--- src/err_status_pkg.sv ---
package err_status_pkg;

    // apb map, byte addresses
    localparam logic [7:0] ADDR_STATUS_LO = 8'h00;
    localparam logic [7:0] ADDR_STATUS_HI = 8'h04;
    localparam logic [7:0] ADDR_ENABLE_LO = 8'h08;
    localparam logic [7:0] ADDR_ENABLE_HI = 8'h0c;
    localparam logic [7:0] ADDR_CLEAR_LO = 8'h10;
    localparam logic [7:0] ADDR_CLEAR_HI = 8'h14;
    localparam logic [7:0] ADDR_ROUTER_HI = 8'h18;
    localparam int ADDR_W = 8;
    localparam int DATA_W = 32;
    localparam int WORD_W = 64;

    // reset values
    localparam logic [63:0] STATUS_RESET = 64'h0000_0000_0000_0000;
    localparam logic [63:0] ENABLE_RESET = 64'h0000_0000_0000_0000;
    localparam logic [31:0] READ_ZERO = 32'h0000_0000;

    // error word layout
    localparam int SYS_REQ_PAR_BIT = 0;
    localparam int SYS_OMUX_SRAM_BIT = 1;
    localparam int SYS_RING_OUT_SRAM_BIT = 2;
    localparam int SYS_SCAN_SRAM_BIT = 3;
    localparam int SYS_RING_IN_PAR_BIT = 4;
    localparam int SYS_IMUX_DATA_BIT = 5;
    localparam int SYS_UNUSED_BIT = 6;
    localparam int OMUX_BASE = 7;
    localparam int OMUX_STRIDE = 2;
    localparam int IMUX_BASE = 15;
    localparam int IMUX_STRIDE = 3;
    localparam int OMUX_FLOW_OFF = 0;
    localparam int OMUX_PAR_OFF = 1;
    localparam int IMUX_ECC_OFF = 0;
    localparam int IMUX_PAR_OFF = 1;
    localparam int IMUX_SRAM_OFF = 2;
    localparam int ACK_A_BASE = 27;
    localparam int ACK_B_BASE = 31;
    localparam int FIFO_OVF_BASE = 35;
    localparam int FIFO_UNF_BASE = 39;
    localparam int FIFO_PAR_BASE = 43;
    localparam int RIN_SRAM_BIT = 47;
    localparam int RIN_CHAN_BIT = 48;
    localparam int MSG_IN_PAR_BIT = 49;
    localparam int MSG_SEND_REJ_BIT = 50;
    localparam int MSG_RESP_PAR_BIT = 51;
    localparam int MSG_RESP_FMT_BIT = 52;
    localparam int MSG_REQ_PAR_BIT = 53;
    localparam int ERR_USED = 54;
    localparam int PORTS = 4;
    localparam int LAST_PORT = 3;

    // summary flag in the router status word and its place in the high word
    localparam int SUMMARY_BIT = 42;
    localparam int SUMMARY_HI_BIT = SUMMARY_BIT - DATA_W;
    localparam int IDLE_ERR_HI_BIT = 0;

    // buffer read sources checked for odd parity
    localparam int PS_OMUX_SRAM = 0;
    localparam int PS_RING_OUT_SRAM = 1;
    localparam int PS_SCAN_SRAM = 2;
    localparam int PS_OPORT_SRAM = 3;
    localparam int PS_IPORT_SRAM = 7;
    localparam int PS_FIFO = 11;
    localparam int PS_RIN_SRAM = 15;
    localparam int PAR_SRC_N = 16;
    localparam int BUF_W = 32;

    typedef struct packed {
        logic valid;
        logic [BUF_W-1:0] data;
        logic par;
    } buf_read_t;

    typedef struct packed {
        logic req_payload_par;
        logic ring_in_par;
        logic imux_data_par;
        logic [PORTS-1:0] omux_ovf_unf;
        logic [PORTS-1:0] imux_flit_ecc;
        logic [PORTS-1:0] imux_flit_par;
        logic [PORTS-1:0] ack_ovf_a;
        logic [PORTS-1:0] ack_ovf_b;
        logic [PORTS-1:0] fifo_ovf;
        logic [PORTS-1:0] fifo_unf;
        logic ring_chan_par;
        logic msg_in_par;
        logic msg_send_rej;
        logic msg_resp_par;
        logic msg_resp_fmt;
        logic msg_req_par;
    } err_event_t;

endpackage

--- src/odd_parity_check.sv ---
`timescale 1ns/10ps
module odd_parity_check
    import err_status_pkg::*;
(
    input wire buf_read_t rd [PAR_SRC_N],
    output logic [PAR_SRC_N-1:0] par_err
);

    always_comb
    begin
        for (int i = 0; i < PAR_SRC_N; i++)
        begin
            par_err[i] = rd[i].valid & ~(^{rd[i].data, rd[i].par});
        end
    end

endmodule // odd_parity_check

--- src/apb_reg_port.sv ---
`timescale 1ns/10ps
module apb_reg_port
    import err_status_pkg::*;
(
    input wire logic pclk,
    input wire logic presetn,
    input wire logic psel,
    input wire logic penable,
    input wire logic pwrite,
    input wire logic addr_ok,
    input wire logic [DATA_W-1:0] rdata,
    output logic pready,
    output logic pslverr,
    output logic [DATA_W-1:0] prdata,
    output logic wr_en
);

    logic [DATA_W-1:0] prdata_reg;
    logic [DATA_W-1:0] prdata_next;

    // read data captured in setup so the access phase shows a flop
    always_comb
    begin
        prdata_next = prdata_reg;
        if (psel && !penable)
        begin
            prdata_next = (!pwrite && addr_ok) ? rdata : READ_ZERO;
        end
    end

    always_ff @(posedge pclk or negedge presetn)
    begin
        if (!presetn)
        begin
            prdata_reg <= READ_ZERO;
        end
        else
        begin
            prdata_reg <= prdata_next;
        end
    end

    assign pready = 1'b1;
    assign pslverr = psel & penable & ~addr_ok;
    assign prdata = prdata_reg;
    assign wr_en = psel & penable & pwrite & addr_ok;

endmodule // apb_reg_port

--- src/io_controller_error_status.sv ---
`timescale 1ns/10ps
//
// Contract
// - detected error sets its status bit
// - bits 0-5 system and scan errors, bit 6 unused
// - bits 7-14 output mux port pairs
// - bits 15-26 input mux three per port
// - bits 27-34 acknowledge queue overflows
// - bits 35-46 ring output fifo errors
// - bits 47-48 ring input channel errors
// - bits 49-53 message control errors
// - enable gates interrupt, flag still records
// - summary bit 42 on enabled new error
// - logged error raises idle packet error bit
// - buffer parity is odd, even flags
module io_controller_error_status
    import err_status_pkg::*;
(
    input wire logic pclk,
    input wire logic presetn,
    input wire logic psel,
    input wire logic penable,
    input wire logic pwrite,
    input wire logic [ADDR_W-1:0] paddr,
    input wire logic [DATA_W-1:0] pwdata,
    output logic [DATA_W-1:0] prdata,
    output logic pready,
    output logic pslverr,
    input wire err_event_t err_event,
    input wire buf_read_t buf_read [PAR_SRC_N],
    input wire logic idle_sent,
    output logic idle_err_bit,
    output logic error_summary,
    output logic [WORD_W-1:0] error_status_word
);

    logic [WORD_W-1:0] status_reg;
    logic [WORD_W-1:0] status_next;
    logic [WORD_W-1:0] enable_reg;
    logic [WORD_W-1:0] enable_next;
    logic summary_reg;
    logic summary_next;
    logic idle_err_reg;
    logic idle_err_next;
    logic [PAR_SRC_N-1:0] par_err;
    logic [WORD_W-1:0] set_vec;
    logic [WORD_W-1:0] clr_vec;
    logic [WORD_W-1:0] new_err;
    logic [DATA_W-1:0] rdata;
    logic addr_ok;
    logic wr_en;
    logic wr_enable_lo;
    logic wr_enable_hi;
    logic wr_clear_lo;
    logic wr_clear_hi;
    logic wr_router_hi;

    function automatic logic is_addr(input logic [ADDR_W-1:0] a, input logic [ADDR_W-1:0] b);
        is_addr = (a == b);
    endfunction

    function automatic int omux_bit(input int p, input int off);
        omux_bit = OMUX_BASE + OMUX_STRIDE*(LAST_PORT-p) + off;
    endfunction

    function automatic int imux_bit(input int p, input int off);
        imux_bit = IMUX_BASE + IMUX_STRIDE*p + off;
    endfunction

    function automatic int fifo_bit(input int base, input int p);
        fifo_bit = base + LAST_PORT - p;
    endfunction

    odd_parity_check u_parity (
        .rd(buf_read),
        .par_err(par_err)
    );

    apb_reg_port u_apb (
        .pclk(pclk),
        .presetn(presetn),
        .psel(psel),
        .penable(penable),
        .pwrite(pwrite),
        .addr_ok(addr_ok),
        .rdata(rdata),
        .pready(pready),
        .pslverr(pslverr),
        .prdata(prdata),
        .wr_en(wr_en)
    );

    // address decode
    always_comb
    begin
        addr_ok = is_addr(paddr, ADDR_STATUS_LO) || is_addr(paddr, ADDR_STATUS_HI)
            || is_addr(paddr, ADDR_ENABLE_LO) || is_addr(paddr, ADDR_ENABLE_HI)
            || is_addr(paddr, ADDR_CLEAR_LO) || is_addr(paddr, ADDR_CLEAR_HI)
            || is_addr(paddr, ADDR_ROUTER_HI);
    end

    // write strobes per register
    always_comb
    begin
        wr_enable_lo = wr_en && is_addr(paddr, ADDR_ENABLE_LO);
        wr_enable_hi = wr_en && is_addr(paddr, ADDR_ENABLE_HI);
        wr_clear_lo = wr_en && is_addr(paddr, ADDR_CLEAR_LO);
        wr_clear_hi = wr_en && is_addr(paddr, ADDR_CLEAR_HI);
        wr_router_hi = wr_en && is_addr(paddr, ADDR_ROUTER_HI);
    end

    // error event map
    always_comb
    begin
        set_vec = STATUS_RESET;
        // system and scan control
        set_vec[SYS_REQ_PAR_BIT] = err_event.req_payload_par;
        set_vec[SYS_OMUX_SRAM_BIT] = par_err[PS_OMUX_SRAM];
        set_vec[SYS_RING_OUT_SRAM_BIT] = par_err[PS_RING_OUT_SRAM];
        set_vec[SYS_SCAN_SRAM_BIT] = par_err[PS_SCAN_SRAM];
        set_vec[SYS_RING_IN_PAR_BIT] = err_event.ring_in_par;
        set_vec[SYS_IMUX_DATA_BIT] = err_event.imux_data_par;
        set_vec[SYS_UNUSED_BIT] = 1'b0;
        // port 3 sits lowest
        for (int p = 0; p < PORTS; p++)
        begin
            set_vec[omux_bit(p, OMUX_FLOW_OFF)] = err_event.omux_ovf_unf[p];
            set_vec[omux_bit(p, OMUX_PAR_OFF)] = par_err[PS_OPORT_SRAM + p];
        end
        // port 0 sits lowest
        for (int p = 0; p < PORTS; p++)
        begin
            set_vec[imux_bit(p, IMUX_ECC_OFF)] = err_event.imux_flit_ecc[p];
            set_vec[imux_bit(p, IMUX_PAR_OFF)] = err_event.imux_flit_par[p];
            set_vec[imux_bit(p, IMUX_SRAM_OFF)] = par_err[PS_IPORT_SRAM + p];
        end
        // queues 0 to 3 in each group
        for (int p = 0; p < PORTS; p++)
        begin
            set_vec[ACK_A_BASE + p] = err_event.ack_ovf_a[p];
            set_vec[ACK_B_BASE + p] = err_event.ack_ovf_b[p];
        end
        // fifo 3 sits lowest in each group
        for (int p = 0; p < PORTS; p++)
        begin
            set_vec[fifo_bit(FIFO_OVF_BASE, p)] = err_event.fifo_ovf[p];
            set_vec[fifo_bit(FIFO_UNF_BASE, p)] = err_event.fifo_unf[p];
            set_vec[fifo_bit(FIFO_PAR_BASE, p)] = par_err[PS_FIFO + p];
        end
        // ring input and message control
        set_vec[RIN_SRAM_BIT] = par_err[PS_RIN_SRAM];
        set_vec[RIN_CHAN_BIT] = err_event.ring_chan_par;
        set_vec[MSG_IN_PAR_BIT] = err_event.msg_in_par;
        set_vec[MSG_SEND_REJ_BIT] = err_event.msg_send_rej;
        set_vec[MSG_RESP_PAR_BIT] = err_event.msg_resp_par;
        set_vec[MSG_RESP_FMT_BIT] = err_event.msg_resp_fmt;
        set_vec[MSG_REQ_PAR_BIT] = err_event.msg_req_par;
    end

    // write one to clear
    always_comb
    begin
        clr_vec = STATUS_RESET;
        if (wr_clear_lo)
        begin
            clr_vec[DATA_W-1:0] = pwdata;
        end
        if (wr_clear_hi)
        begin
            clr_vec[WORD_W-1:DATA_W] = pwdata;
        end
    end

    // sticky flags, set beats clear
    always_comb
    begin
        new_err = set_vec & ~status_reg;
        status_next = (status_reg & ~clr_vec) | set_vec;
    end

    always_ff @(posedge pclk or negedge presetn)
    begin
        if (!presetn)
        begin
            status_reg <= STATUS_RESET;
        end
        else
        begin
            status_reg <= status_next;
        end
    end

    // interrupt enables, read-write
    always_comb
    begin
        enable_next = enable_reg;
        if (wr_enable_lo)
        begin
            enable_next[DATA_W-1:0] = pwdata;
        end
        if (wr_enable_hi)
        begin
            enable_next[WORD_W-1:DATA_W] = pwdata;
        end
    end

    always_ff @(posedge pclk or negedge presetn)
    begin
        if (!presetn)
        begin
            enable_reg <= ENABLE_RESET;
        end
        else
        begin
            enable_reg <= enable_next;
        end
    end

    // summary flag, new enabled error beats clear
    always_comb
    begin
        summary_next = summary_reg;
        if (wr_router_hi && pwdata[SUMMARY_HI_BIT])
        begin
            summary_next = 1'b0;
        end
        if (|(new_err & enable_reg))
        begin
            summary_next = 1'b1;
        end
    end

    always_ff @(posedge pclk or negedge presetn)
    begin
        if (!presetn)
        begin
            summary_reg <= 1'b0;
        end
        else
        begin
            summary_reg <= summary_next;
        end
    end

    // idle packet error bit, event beats send
    always_comb
    begin
        idle_err_next = idle_err_reg;
        if (idle_sent)
        begin
            idle_err_next = 1'b0;
        end
        if (|set_vec)
        begin
            idle_err_next = 1'b1;
        end
    end

    always_ff @(posedge pclk or negedge presetn)
    begin
        if (!presetn)
        begin
            idle_err_reg <= 1'b0;
        end
        else
        begin
            idle_err_reg <= idle_err_next;
        end
    end

    // read mux
    always_comb
    begin
        rdata = READ_ZERO;
        if (is_addr(paddr, ADDR_STATUS_LO))
        begin
            rdata = status_reg[DATA_W-1:0];
        end
        else if (is_addr(paddr, ADDR_STATUS_HI))
        begin
            rdata = status_reg[WORD_W-1:DATA_W];
        end
        else if (is_addr(paddr, ADDR_ENABLE_LO))
        begin
            rdata = enable_reg[DATA_W-1:0];
        end
        else if (is_addr(paddr, ADDR_ENABLE_HI))
        begin
            rdata = enable_reg[WORD_W-1:DATA_W];
        end
        else if (is_addr(paddr, ADDR_ROUTER_HI))
        begin
            rdata[SUMMARY_HI_BIT] = summary_reg;
            rdata[IDLE_ERR_HI_BIT] = idle_err_reg;
        end
    end

    assign idle_err_bit = idle_err_reg;
    assign error_summary = summary_reg;
    assign error_status_word = status_reg;

endmodule // io_controller_error_status

--- config.mk ---
export PLATFORM = sky130hd
export DESIGN_NAME = io_controller_error_status
export DESIGN_NICKNAME = d
export VERILOG_FILES = /design/src/err_status_pkg.sv /design/src/odd_parity_check.sv /design/src/apb_reg_port.sv /design/src/io_controller_error_status.sv
export SDC_FILE = /design/constraint.sdc
export NUM_CORES = 1
export LEC_CHECK = 0
export ABC_AREA = 1
export BUFFER_PORTS_ARGS = -buffer_cell sky130_fd_sc_hd__buf_2
export CAP_MARGIN = 20
export CORE_AREA = 5 5 282 284
export CTS_CLUSTER_SIZE = 10
export DETAILED_ROUTE_END_ITERATION = 8
export DIE_AREA = 0 0 287 289
export GPL_TIMING_DRIVEN = 0
export HOLD_SLACK_MARGIN = 0.1
export PLACE_DENSITY = 0.57
export SETUP_SLACK_MARGIN = 0.4
export SYNTH_ARGS = -nofsm -noshare
export SYNTH_HDL_FRONTEND = slang
export SYNTH_HIERARCHICAL = 1
export SYNTH_SLANG_ARGS = --single-unit
--- constraint.sdc ---
create_clock -name pclk -period 3 [get_ports pclk]
set_input_delay 0.15 -clock pclk [delete_from_list [all_inputs] [get_ports pclk]]
set_output_delay 0.15 -clock pclk [all_outputs]
set_load 0.02 [all_outputs]
# Yosys cells after proc, flatten, opt, wreduce, memory -nomap -nowiden
# Index checks and enable logic that the tools add are counted.
[totals]
reg_bits = 162
out_inout_bits = 100
word_cells = 108
inputBits = 627
[classes]
n_bitwise = 43
n_reduce_logical = 37
mux = 16
n_eq_ne = 6
[ops]
columns = ["cell", "n"]
rows = [
  ["$reduce_xor A33 Y1", 16],
  ["$mux W32", 6],
  ["$and A64 B64 Y64", 2],
  ["$not A64 Y64", 2],
  ["$and A54 B64 Y64", 1],
  ["$or A64 B54 Y64", 1],
  ["$reduce_or A64 Y1", 1],
  ["$reduce_or A53 Y1", 1],
  ["$eq A8 B5 Y1 const B", 3],
  ["$mux W21", 1],
  ["$and A1 B1 Y1", 20],
  ["$not A1 Y1", 17],
  ["$eq A8 B4 Y1 const B", 2],
  ["$mux W9", 1],
  ["$eq A8 B3 Y1 const B", 1],
  ["$logic_and A1 B1 Y1", 8],
  ["$logic_not A8 Y1", 1],
  ["$mux W1", 8],
  ["$logic_or A1 B1 Y1", 6],
  ["$reduce_bool A2 Y1", 2],
  ["$logic_not A1 Y1", 2],
]

# Depth between registers and ports, before layout
# Gate-level depths: netlist (run 1).
[depth]
depth_word = 13
depth_mapped = 22
ltp_nobuf = 22

# Hierarchy
# The synthesis (run 1) kept the hierarchy.
[modules_own_cells]
columns = ["mod", "instances", "seq_area_each_um2", "cells_per_inst", "area_each_um2"]
rows = [
  ["odd_parity_check", 1, 0.0, 2443, 10417.5],
  ["io_controller_error_status", 1, 3253.1, 857, 6632.6],
  ["apb_reg_port", 1, 800.8, 150, 1458.9],
]

# Worst setup path before layout (run 1)
# OpenSTA, ideal clock, no wires.
[synth_path]
path_kind = "input -> register"
startpoint = "input paddr[6]"
endpoint = "register status_reg[33] (netlist: error_status_word[33])"
arrival_time_ps = 1749
required_ps = 2877
setup_ps = 123
path_stages = 11
n_path_buf = 3
setup_slack_ps = 1128
path_cell_list = "inv_1 nand3_2 nor3_1 buf_6 buf_4 nand2_1 nor2_1 nand3_1 clkbuf_1 o21ai_0 nand2_1"
[synth_via]
elab_chain_len = 13
elab_cells_between_ends = 19
classes_between = "eq/ne: 6; mux: 1; bitwise: 4; reduce/logical: 8"
[synth_rtl]
columns = ["element", "line", "source"]
rows = [
  ["from (decl)", "io_controller_error_status.sv:24", "input wire logic [ADDR_W-1:0] paddr,"],
  ["$eq A8 B3 Y1 / $logic_not A8 Y1 (equally long branches)", "io_controller_error_status.sv:59", "is_addr = (a == b);"],
  ["$logic_or A1 B1 Y1", "io_controller_error_status.sv:96", "addr_ok = is_addr(paddr, ADDR_STATUS_LO) || is_addr(paddr, ADDR_STATUS_HI)"],
  ["$logic_or A1 B1 Y1 (2 in series)", "io_controller_error_status.sv:97", "|| is_addr(paddr, ADDR_ENABLE_LO) || is_addr(paddr, ADDR_ENABLE_HI)"],
  ["$logic_or A1 B1 Y1 (2 in series)", "io_controller_error_status.sv:98", "|| is_addr(paddr, ADDR_CLEAR_LO) || is_addr(paddr, ADDR_CLEAR_HI)"],
  ["$logic_or A1 B1 Y1 *", "io_controller_error_status.sv:99", "|| is_addr(paddr, ADDR_ROUTER_HI);"],
  ["net addr_ok", "io_controller_error_status.sv:50", "logic addr_ok;"],
  ["$and A1 B1 Y1 *", "apb_reg_port.sv:46", "assign wr_en = psel & penable & pwrite & addr_ok;"],
  ["net wr_en", "io_controller_error_status.sv:51", "logic wr_en;"],
  ["$logic_and A1 B1 Y1 *", "io_controller_error_status.sv:108", "wr_clear_hi = wr_en && is_addr(paddr, ADDR_CLEAR_HI);"],
  ["$mux W32 *", "io_controller_error_status.sv:168", "if (wr_clear_hi)"],
  ["$not A64 Y64 *", "io_controller_error_status.sv:178", "status_next = (status_reg & ~clr_vec) | set_vec;"],
  ["$and A64 B64 Y64 *", "io_controller_error_status.sv:178", ""],
  ["$or A64 B54 Y64 *", "io_controller_error_status.sv:178", ""],
  ["net status_next[33]", "io_controller_error_status.sv:38", "logic [WORD_W-1:0] status_next;"],
  ["to (signal assigned)", "io_controller_error_status.sv:189", "status_reg <= status_next;"],
  ["to (decl)", "io_controller_error_status.sv:37", "logic [WORD_W-1:0] status_reg;"],
]
# The timed path passes the listed nets; every way through them passes the cells marked *.
# A chain may end at the register's enable or synchronous reset.

# Worst setup path in the final report (run 1)
[layout_path]
startpoint = "input paddr[6]"
endpoint = "register status_reg[53] (netlist: error_status_word[53])"
# Same word-level chain as after synthesis.

==> summary.txt, run 1 <==
Timing
  – Final Max Slew Viols: 0
  – Final Hold Violating Endpoints: 0
  – Max Freq: 0.424 GHz
  – Final setup viols: 0
  – Final min period: around 2.4 ns
  – Post-route clock period utilization: approximately 79%
  – Hold slack: 0.116 ns
  – RSZ-0062 raised after global routing: false
  – Worst slew margin: 44.9%
  – Slew @ Worst Pin: 0.827 ns
  – Worst Skew: 0.0116 ns

Synthesis
  – Avg Cell Area, Syn: 5.36 um2
  – Yosys warning count: 6
  – Mux share of post-synthesis cell area: 0%
  – Synthesized area: 18500 um2
  – Seq/Total Area, Yosys: between 20% and 30%
  – Yosys top cell area share: 39.6%
  – Post-synthesis compound-gate area fraction: 5.98%
  – Synth area leader: nand2_1
  – Mapped Cells: roughly 3.5k
  – Synth Area in Adders: 0%
  – Cell variety after synth: 34
  – Post-synthesis simple-gate area fraction: 49.3%
  – Post-synth net total: approximately 4k
  – Seq cells post-synth: 162
  – Largest family of logic cells by synthesized area: simple AND/OR/NAND/NOR gates
  – XOR/XNOR Fraction of Synth Area: 10.1%
  – Top cells by area, synth: nand2_1 (40%), dfrtp_1 (22%), inv_1 (11%)

Clocking
  – Clk slew on worst S/H paths: 0.07 ns
  – Clock root cell: clkbuf_16
  – Post-CTS Setup Inserts: 0
  – CTS tree: done
  – Clk_lat worst skew: 0.45 ns
  – Num CTS Buffers: 17
  – Clk sinks: 162
  – H-tree lvl count: 4
  – Max Buffers Root-to-Sink: 2

Routing
  – Drt initial violations: 881
  – Wire length per cell: around 15 um
  – Vias per cell: 4.22
  – DR pass1 iterations: 5
  – Remaining DRCs: 0
  – DRT antenna net count: 0
  – Drt total wl: 80600 um
  – Vias: 22.6k

Global routing
  – Tot GR Track Use: 18.3%
  – First-pass GRT wire length: 117000 um
  – GRT overflow: 0
  – Largest net degree at the start of global routing: a little under 100
  – Vias in the first global route: 21.0k
  – Initial antenna violation count: 31

Power
  – Power Density: around 300 nW/um2
  – Sequential Power Share: 29.4%
  – IR drop worst, VDD: 0.394 mV
  – Sw frac: 37.9%
  – Clock power frac: 31.1%
  – Combinational share of power: between 30% and 40%
  – Leak: 0.0152 uW
  – Internal power consumption: 4620 uW
  – P_sw: between 2000 and 3000 uW

Die
  – DIE AREA: 82900 um2
  – I/O pin count: just over 700
  – Die W: 287 um
  – Chip height: 289 um
  – Core area: 76800 um2
  – Starting Density: 24.1%
  – FP Rows: 102

Setup path
  – Setup crit end kind: flip-flop
  – Critical path peak fanout: 10
  – Worst endpoint required time: 3.34 ns
  – Worst Path Arrival: 2.70 ns
  – Startpoint types: input pin
  – Crit Path Category: in -> reg

Cells and area
  – Commonest non-fill, non-tap cell in the layout: nand2_1
  – Area grow syn2layout: 34.9%
  – Layout Nets: 4904
  – Fillers: 8670
  – Final Non-Filler Cells: 5356
  – Share of cells above drive strength 1: 19.7%
  – Most frequent cells in the layout: nand2_1 (1953), buf_2 (737), inv_1 (536), nand3_1 (176), dfrtp_1 (162)
  – Final Cell Area: 25000 um2

Run
  – Max-cap viol count: 0

Placement
  – Post-placement cell count: 5216
  – Placer Congestion: between 0.8 and 0.9
  – Placed inst area: 23500 um2
  – Final HPWL DP: 69500 um
  – Port Buf Inserts: a little over 700

Run status
  – Status: completed

Worst hold path
  – Type of the most critical hold path: in -> reg
[per-layer routing]
metal,share of wire [%],vias up,global-route usage [%]
li1,-,12000,-
met1,42,9919,21.6
met2,48,584,32.2
met3,7.9,88,5.66
met4,2.5,12,5.26
met5,0.10,-,0
[critical path: stages]
cell and delay [ns]:
buf_2 0.12, inv_1 0.08, nand3_2 0.19, nor3_1 0.24, buf_6 0.19, buf_4 0.21, nand2_1 0.08, nor2_2 0.31
nand3_1 0.32, nor2_1 0.18, o21bai_1 0.07, dlygate4sd3_1 0.55
[path summary, 6_finish.rpt]
check | startpoint | to | slack, ns | depth (start not counted)
min | buf_read[543] | error_status_word[1] | 0.12 | 5
max reg2reg | error_status_word[31] | error_summary | 1.69 | 7
max | paddr[6] | error_status_word[53] | 0.64 | 12
min reg2reg | u_apb/prdata[14] | u_apb/prdata[14] | 0.48 | 2
max in group asynchronous | presetn | error_status_word[41] | 1.79 | 3
min in group asynchronous | presetn | error_status_word[28] | 0.34 | 2
[kinds of logic (layout without fill, tap and decap cells)]
logic type      count (synthesis)  after routing
compound gates                183            183
xor+xnor                      214            214
buf+inv                       586           1426
flops                         162            162
other cells                     1             27
simple gates                 2304           2304
[metrics by stage]
step / setup WS (ns) / setup TNS [ns] / power (uW) / utilization, %
after global routing: 0.463 / 0 / 8030 / 32.5
after detailed placement: 0.0168 / 0 / 5080 / 30.6
final: 0.641 / 0 / 7440 / 32.5
after floorplan: 1.13 / 0 / 3990 / -
after global placement: -1.06 / -167.51 / 5020 / 30.5
after CTS: 0.507 / 0 / 7520 / 32.4
[area by class of cell]
| class | instances | area (um2) | area share (%) |
|---|---|---|---|
| Inverter | 538 | 2020 | 8.09 |
| Tap cell | 1040 | 1300 | 5.21 |
| Antenna cell | 26 | 65.1 | 0.261 |
| Buffer | 48 | 328 | 1.31 |
| Clock inverter | 14 | 169 | 0.676 |
| Clock buffer | 18 | 439 | 1.76 |
| Sequential cell | 162 | 4050 | 16.2 |
| Multi-Input combinational cell | 2702 | 12100 | 48.5 |
| Timing Repair Buffer | 808 | 4490 | 18.0 |
[what timing repair did]
action	4_1_cts	5_1_grt
resized for setup	0	3
endpoints found under the hold margin	223	0
setup endpoints to repair	0	24
hold buffers	82	0
[synth_stat cells]
library cell	n
a21oi_1	16
and2_1	1
buf_2	13
buf_4	3
buf_6	13
buf_8	1
clkbuf_1	17
clkbuf_8	1
conb_1	1
dfrtp_1	162
inv_1	536
inv_2	2
nand2_1	1953
nand2_2	2
nand2_4	2
nand3_1	176
nand3_2	2
nand3b_1	23
nand4_1	37
nor2_1	91
nor2_2	3
nor2_4	1
nor3_1	5
nor3b_1	1
nor4_1	6
o21a_1	11
o21ai_0	81
o21ai_1	29
o21ai_2	40
o21bai_1	4
o22ai_1	2
or2_0	1
xnor2_1	102
xor2_1	112
[power by group through the flow]
stage / Sequential [uW] / Combinational [uW] / Clock (uW)
after floorplan: 2230 / 1770 / 0
after global placement: 2230 / 2790 / 0
after detailed placement: 2230 / 2860 / 0
after CTS: 2180 / 2970 / 2370
after global routing: 2180 / 3380 / 2460
final: 2180 / 2940 / 2320
No activity file was read; power rests on OpenSTA's default activity.
==> run 2, diff against run 1 <==
--- a/config.mk
+++ b/config.mk
@@ -14,7 +14,7 @@
 export DIE_AREA = 0 0 287 289
 export GPL_TIMING_DRIVEN = 0
 export HOLD_SLACK_MARGIN = 0.1
-export PLACE_DENSITY = 0.57
+export PLACE_DENSITY = 0.58
 export SETUP_SLACK_MARGIN = 0.4
 export SYNTH_ARGS = -nofsm -noshare
 export SYNTH_HDL_FRONTEND = slang
==> constraint.sdc (replaced) <==
create_clock -name pclk -period 2 [get_ports pclk]
set_input_delay 0.1 -clock pclk [delete_from_list [all_inputs] [get_ports pclk]]
set_output_delay 0.1 -clock pclk [all_outputs]
set_load 0.02 [all_outputs]
==> run 2 against run 1 <==
Worst setup slack worse by 0.26 ns. Clock skew up 0.0013 ns. Via count grew 1.2%. Sequential cell count stayed put. Utilization is 1.0 points higher. First-iteration DRC count increased by 10%. Sequential share of layout area fell by 0.49 points. Die area is the same. Critical path depth is 8 higher. Global-route usage grew 0.38 points. Critical endpoint is now error_summary.
==> summary.txt, run 2 (synthesis results as in run 1) <==
Timing
  – Final setup viols: 0 (unchanged)
  – Final Hold Violating Endpoints: 0 (unchanged)
  – Hold slack: 0.147 ns (+0.0307 ns)
  – Max Freq: 0.619 GHz
  – RSZ-0062 raised after global routing: true
  – Post-route clock period utilization: 80.8%
  – Worst slew margin: 50.9% (+6.0 points)
  – Final min period: 1.62 ns
  – Final Max Slew Viols: 0 (unchanged)
  – Slew @ Worst Pin: 0.736 ns (-0.0903 ns)
  – Worst Skew: 0.0129 ns (+0.00131 ns)

Clocking
  – Clk sinks: 162 (unchanged)
  – Num CTS Buffers: 17 (unchanged)
  – Max Buffers Root-to-Sink: 2 (unchanged)
  – Clk slew on worst S/H paths: 0.07 ns (about the same)
  – Clock root cell: clkbuf_16
  – Clk_lat worst skew: 0.46 ns (about the same)
  – H-tree lvl count: 4 (unchanged)
  – CTS tree: done

Placement
  – Port Buf Inserts: 725 (unchanged)
  – Final HPWL DP: 69700 um (+0.28%)
  – Placer Congestion: 0.880 (-0.14%)

Global routing
  – Tot GR Track Use: 18.7% (+0.38 points)
  – First-pass GRT wire length: 120000 um (+2.6%)
  – Initial antenna violation count: 17 (-45%)
  – Vias in the first global route: 21.6k (+2.7%)
  – Largest net degree at the start of global routing: 92 (-7.1%)
  – GRT overflow: 0 (unchanged)

Power
  – Internal power consumption: 6940 uW (+50%)
  – Leak: 0.0154 uW (+1.5%)
  – Clock power frac: 29.2% (-1.9 points)
  – Power, Total: 11400 uW (+54%)
  – P_sw: 4490 uW (+59%)
  – Combinational share of power: 42.1% (+2.6 points)
  – Sequential Power Share: 28.7% (-0.7 points)
  – Sw frac: 39.3% (+1.4 points)
  – IR drop worst, VDD: 0.429 mV (+8.9%)
  – Power Density: 444 nW/um2 (+49%)

Cells and area
  – Area grow syn2layout: 39.1%
  – Layout Nets: 4919 (+0.31%)
  – Area of the multi-input gates: 12700 um2 (+4.9%)
  – Commonest non-fill, non-tap cell in the layout: nand2_1
  – Fillers: 8665 (-0.058%)
  – Most frequent cells in the layout: nand2_1 (1894), buf_2 (730), inv_1 (517), dfrtp_1 (162), nand3_1 (160)
  – Flip-flop and latch area: 4050 um2 (unchanged)
  – Share of cells above drive strength 1: 23.4% (+3.7 points)

Routing
  – DRT antenna net count: 0 (unchanged)
  – Drt initial violations: 970 (+10%)
  – DR pass1 iterations: 5 (unchanged)
  – Vias: 22.9k (+1.2%)
  – Vias per cell: 4.27 (+1.1%)
  – Wire length per cell: 15.2 um (+1.4%)
  – Drt total wl: 81700 um (+1.4%)
  – Remaining DRCs: 0 (unchanged)

Run status
  – Status: completed

Setup path
  – Worst endpoint required time: 2.40 ns (-0.94 ns)
  – Setup crit end kind: flip-flop
  – CP startpoint: buf_read[102]
  – Worst Path Arrival: 2.02 ns (-0.68 ns)
  – Crit-path most repeated cell: nand2_1
  – R2R Path Start: enable_reg[53]
  – Critical path peak fanout: 4 (-6)
  – Critical Path Max Stage Delay: 0.26 ns (-0.29 ns)
  – Buf/Inv on CP: 3 (-2)
  – Startpoint types: input pin
  – CP max-delay cell: a21oi_4
  – Crit Path Category: in -> reg
  – Cell family with most CP delay: simple AND/OR/NAND/NOR gates
  – Cell Chain, Critical Path: buf_2 -> inv_1 -> nand2_1 -> nand2_1 -> inv_1 -> nand2_1 -> nand2_1 -> nand2_1 -> nand2_1 -> nand2_1 -> nand3_1 -> nand2_1 -> nand2_1 -> a21oi_4 -> nand2_1 -> nor2_1 -> nor3_1 -> nand3_1 -> nor2_1 -> nand2_1

Die
  – I/O pin count: 727 (unchanged)
  – Core area: 76800 um2 (unchanged)
  – DIE AREA: 82900 um2 (unchanged)
  – Starting Density: 24.1% (unchanged)
  – FP Rows: 102 (unchanged)
  – Die W: 287 um (unchanged)
  – Chip height: 289 um (unchanged)

Worst hold path
  – Type of the most critical hold path: in -> reg
  – Hold path start: buf_read[237]

Run
  – Max-cap viol count: 0 (unchanged)
## run 2: cell types whose count changed in the layout (fill, tap and decap cells not counted), moves of 17 or more
cell / delta
nand2_2: +59
inv_2: +17
inv_1: -19
o21ai_0: -18
nand2_1: -59
## run 2: power by group through the flow
stage / registers (uW) / logic (uW) / clock network [uW]
global route: 3270 / 5490 / 3550
detailed placement: 3340 / 4310 / 0
floorplan: 3340 / 2650 / 0
CTS: 3270 / 4650 / 3440
finish: 3280 / 4810 / 3340
global placement: 3340 / 4210 / 0
## run 2: repair_timing
action / CTS / global route
endpoints found under the setup margin: 105 / 75
cloned: 0 / 0
resized for setup: 85 / 133
pin swaps: 29 / 50
hold buffers: 87 / 0
buffers inserted: 9 / 1
hold endpoints to repair: 201 / 0
## run 2: final timing paths
kind                            depth (start not counted)  slack (ns)                     to
worst max-delay path                                   20        0.38          error_summary
worst min-delay path                                    6        0.15  error_status_word[23]
worst max register to register                          6        0.66          error_summary
worst min register to register                          2        0.48       u_apb/prdata[30]
max in group asynchronous                               3        0.88         enable_reg[45]
min in group asynchronous                               2        0.22  error_status_word[61]
## run 2: final cells by class
| type | count | area share, % |
|---|---|---|
| multi-input combinational | 2702 | 49.3 |
| sequential | 162 | 15.7 |
| clock buffer | 18 | 1.67 |
| buffer | 48 | 1.52 |
| inverter | 538 | 7.86 |
| tap | 1040 | 5.05 |
| clock inverter | 14 | 0.573 |
| antenna | 12 | 0.117 |
| timing repair buffer | 823 | 18.1 |
## run 2: metal layers
metal	track usage, %	part of all wire [%]
met4	3.68	1.8
met3	4.30	7.1
met2	34.7	50
met1	22.1	41
met5	0	0.048
## run 2: metrics by stage
| stage | area [um2] | setup TNS, ns | worst slack, ns | cells | utilization (%) |
|---|---|---|---|---|---|
| after floorplan | 18500 | 0 | 0.411 | 3450 | - |
| final | 25700 | 0 | 0.383 | 5357 | 33.5 |
| after CTS | 25300 | 0 | 0.354 | 5344 | 33.0 |
| after detailed placement | 23500 | -43.44 | -0.955 | 5216 | 30.6 |
| after global routing | 25700 | 0 | 0.195 | 5353 | 33.5 |
| after global placement | 23500 | -364.98 | -2.01 | 5215 | 30.5 |
## run 2: worst reg2reg max path, stage by stage, from the launching register on
cell and delay, ns:
dfrtp_1 0.40, nand3_1 0.19, nand4_1 0.13, nor2_1 0.27
nand2_1 0.10, nor2_1 0.10, nand2_1 0.06
==> run 3, diff against run 2 <==
==> constraint.sdc (replaced) <==
create_clock -name pclk -period 1.3 [get_ports pclk]
set_input_delay 0.065 -clock pclk [delete_from_list [all_inputs] [get_ports pclk]]
set_output_delay 0.065 -clock pclk [all_outputs]
set_load 0.02 [all_outputs]
==> run 3 against run 2 <==
The flow now finishes with violations (hold timing, setup timing). Highest routed layer unchanged. Hold slack lost 0.60 ns. Via count grew 3.5%. Clock skew increased by 0.0048 ns. Combinational power up 67%. Worst setup slack got worse by 0.67 ns. First-iteration DRC count increased by 17%. Register-to-register slack lost 0.76 ns.
==> summary.txt, run 3 (synthesis results as in run 1) <==
Run status
  – Status: finished with violations
  – Failing checks: hold timing, setup timing

Die
  – Starting Density: 24.1% (unchanged)
  – Core area: 76800 um2 (unchanged)
  – Chip height: 289 um (unchanged)
  – Die W: 287 um (unchanged)
  – I/O pin count: 727 (unchanged)
  – FP Rows: 102 (unchanged)
  – DIE AREA: 82900 um2 (unchanged)

Timing
  – Post-route clock period utilization: 122%
  – Setup ws final: -0.287 ns (-0.670 ns)
  – Slew @ Worst Pin: 0.665 ns (-0.0717 ns)
  – Final Max Slew Viols: 0 (unchanged)
  – Worst Skew: 0.0177 ns (+0.00479 ns)
  – RSZ-0062 raised after global routing: true
  – Worst slew margin: 55.7% (+4.8 points)
  – Final min period: 1.59 ns
  – Fin Setup TNS: -3.53 ns (-3.53 ns)
  – Hold slack: -0.453 ns (-0.600 ns)
  – Final setup viols: 78 (+78)
  – Max Freq: roughly 0.63 GHz
  – Final Hold Violating Endpoints: 83 (+83)

Global routing
  – Tot GR Track Use: 19.5% (+0.77 points)
  – Vias in the first global route: 22.3k (+3.3%)
  – Initial antenna violation count: 18 (+1)
  – GRT overflow: 0 (unchanged)
  – First-pass GRT wire length: 124000 um (+2.8%)
  – Largest net degree at the start of global routing: 88 (-4.3%)

Power
  – Power, Total: 18300 uW (+61%)
  – Power Density: 615 nW/um2 (+38%)
  – Leak: 0.0171 uW (+11%)
  – IR drop worst, VDD: 0.868 mV (+100%)

Routing
  – DR pass1 iterations: 5 (unchanged)
  – Vias: 23.7k (+3.5%)
  – Drt initial violations: 1135 (+17%)
  – Vias per cell: 4.31 (+0.99%)
  – DRT antenna net count: 0 (unchanged)
  – Wire length per cell: 15.9 um (+4.3%)
  – Remaining DRCs: 0 (unchanged)
  – Drt total wl: 87300 um (+6.8%)

Setup path
  – Worst Path Arrival: 1.95 ns (-0.07 ns)
  – Worst endpoint required time: 1.67 ns (-0.73 ns)
  – Startpoint types: input pin
  – Critical path peak fanout: 3 (-1)
  – Crit Path Category: in -> reg
  – Setup crit end kind: flip-flop

Cells and area
  – Area grow syn2layout: 61.3%
  – Final Util: 38.8% (+5.3 points)
  – Flip-flop and latch area: 4070 um2 (+0.40%)
  – Share of cells above drive strength 1: 34.1% (+11 points)
  – Most frequent cells in the layout: nand2_1 (1700), buf_2 (615), inv_1 (472), nand2_2 (200)
  – Area of the multi-input gates: 14000 um2 (+10%)
  – Fillers: 8265 (-4.6%)
  – Commonest non-fill, non-tap cell in the layout: nand2_1
  – Final Non-Filler Cells: 5488 (+2.4%)
  – Layout Nets: 5049 (+2.6%)

Clocking
  – Num CTS Buffers: 17 (unchanged)
  – Clk sinks: 162 (unchanged)
  – CTS Hold Bufs: 72 (-17%)
  – H-tree lvl count: 4 (unchanged)
  – CTS tree: done
  – Clk_lat worst skew: 0.48 ns (+0.02 ns)
  – Max Buffers Root-to-Sink: 2 (unchanged)
  – Clk slew on worst S/H paths: 0.08 ns (about the same)
  – Clock root cell: clkbuf_16

Placement
  – Placer Congestion: 0.870 (-1.2%)
  – Post-placement cell count: 5216 (unchanged)
  – Placement Setup Slack: -1.54 ns (-0.581 ns)
  – Port Buf Inserts: 725 (unchanged)
  – Final HPWL DP: 68700 um (-1.4%)

Worst hold path
  – Type of the most critical hold path: in -> async

Run
  – Max-cap viol count: 0 (unchanged)
[run 3: changes by cell type in the layout (fill, tap and decap cells not counted), moves of 62 or more]
cell / previous run / this run
nand2_2: 61 / 200
nand2_1: 1894 / 1700
o21ai_0: 63 / 1
buf_6: 18 / 149
buf_4: 16 / 83
buf_2: 730 / 615
o21ai_2: 42 / 104
[run 3: worst max-delay path: stages]
cell	delay [ns]
buf_2	0.11
inv_1	0.07
nand2_1	0.06
nand2_2	0.07
nand2_1	0.06
nand2_1	0.10
nand3_1	0.09
nand2_2	0.09
nand2_2	0.07
nand3_4	0.09
nand2_2	0.06
nand2_2	0.07
a21oi_4	0.07
inv_2	0.10
nand4_1	0.13
nor3_4	0.30
nand3_2	0.17
nor2_2	0.11
nand2_1	0.06
[run 3: final cells by class]
type | instances | share of cell area, %
antenna | 13 | 0.109
tap | 1040 | 4.36
sequential | 162 | 13.6
timing repair buffer | 952 | 23.3
clock buffer | 17 | 1.43
multi-input combinational | 2703 | 46.9
inverter | 538 | 6.97
buffer | 48 | 2.70
clock inverter | 15 | 0.583
[run 3: what timing repair did]
item | 4_1_cts | 5_1_grt
setup endpoints to repair | 261 | 261
pin swaps | 110 | 158
setup buffers | 84 | 47
endpoints found under the hold margin | 218 | 89
resized for setup | 512 | 416
gates cloned | 18 | 6
[run 3: path summary, 6_finish.rpt]
| path | from | endpoint | slack, ns | cells past startpoint |
|---|---|---|---|---|
| setup / recovery | buf_read[211] | idle_err_bit | -0.29 | 19 |
| hold / removal | presetn | error_status_word[62] | -0.45 | 1 |
| setup reg to reg | error_status_word[31] | error_summary | -0.10 | 7 |
| hold reg to reg | u_apb/prdata[15] | u_apb/prdata[15] | 0.48 | 2 |
| max in group asynchronous | presetn | u_apb/prdata[17] | 0.84 | 2 |
| min in group pclk | err_event[3] | idle_err_bit | -0.06 | 5 |
[run 3: power by group]
part	leakage, uW	internal (uW)	switching (uW)	total (uW)
logic	0.0148	3250	4770	8020
clock network	0.000294	2610	2680	5290
registers	0.00198	5040	1.73	5040
[run 3: stage by stage]
stage,hold slack (ns),instance area (um2)
2_1_floorplan,-0.231,18900
3_3_place_gp,0.283,23800
3_5_place_dp,0.0854,23900
4_1_cts,-0.451,28000
5_1_grt,-0.424,29800
6_report,-0.453,29800
[run 3: routing by layer]
layer | track usage, % | vias to the layer above | wire length (um)
li1 | - | 12300 | -
met1 | 23.5 | 10600 | 36400
met2 | 34.5 | 603 | 42800
met3 | 4.95 | 92 | 5990
met4 | 5.36 | 8 | 1930
met5 | 0 | - | 48
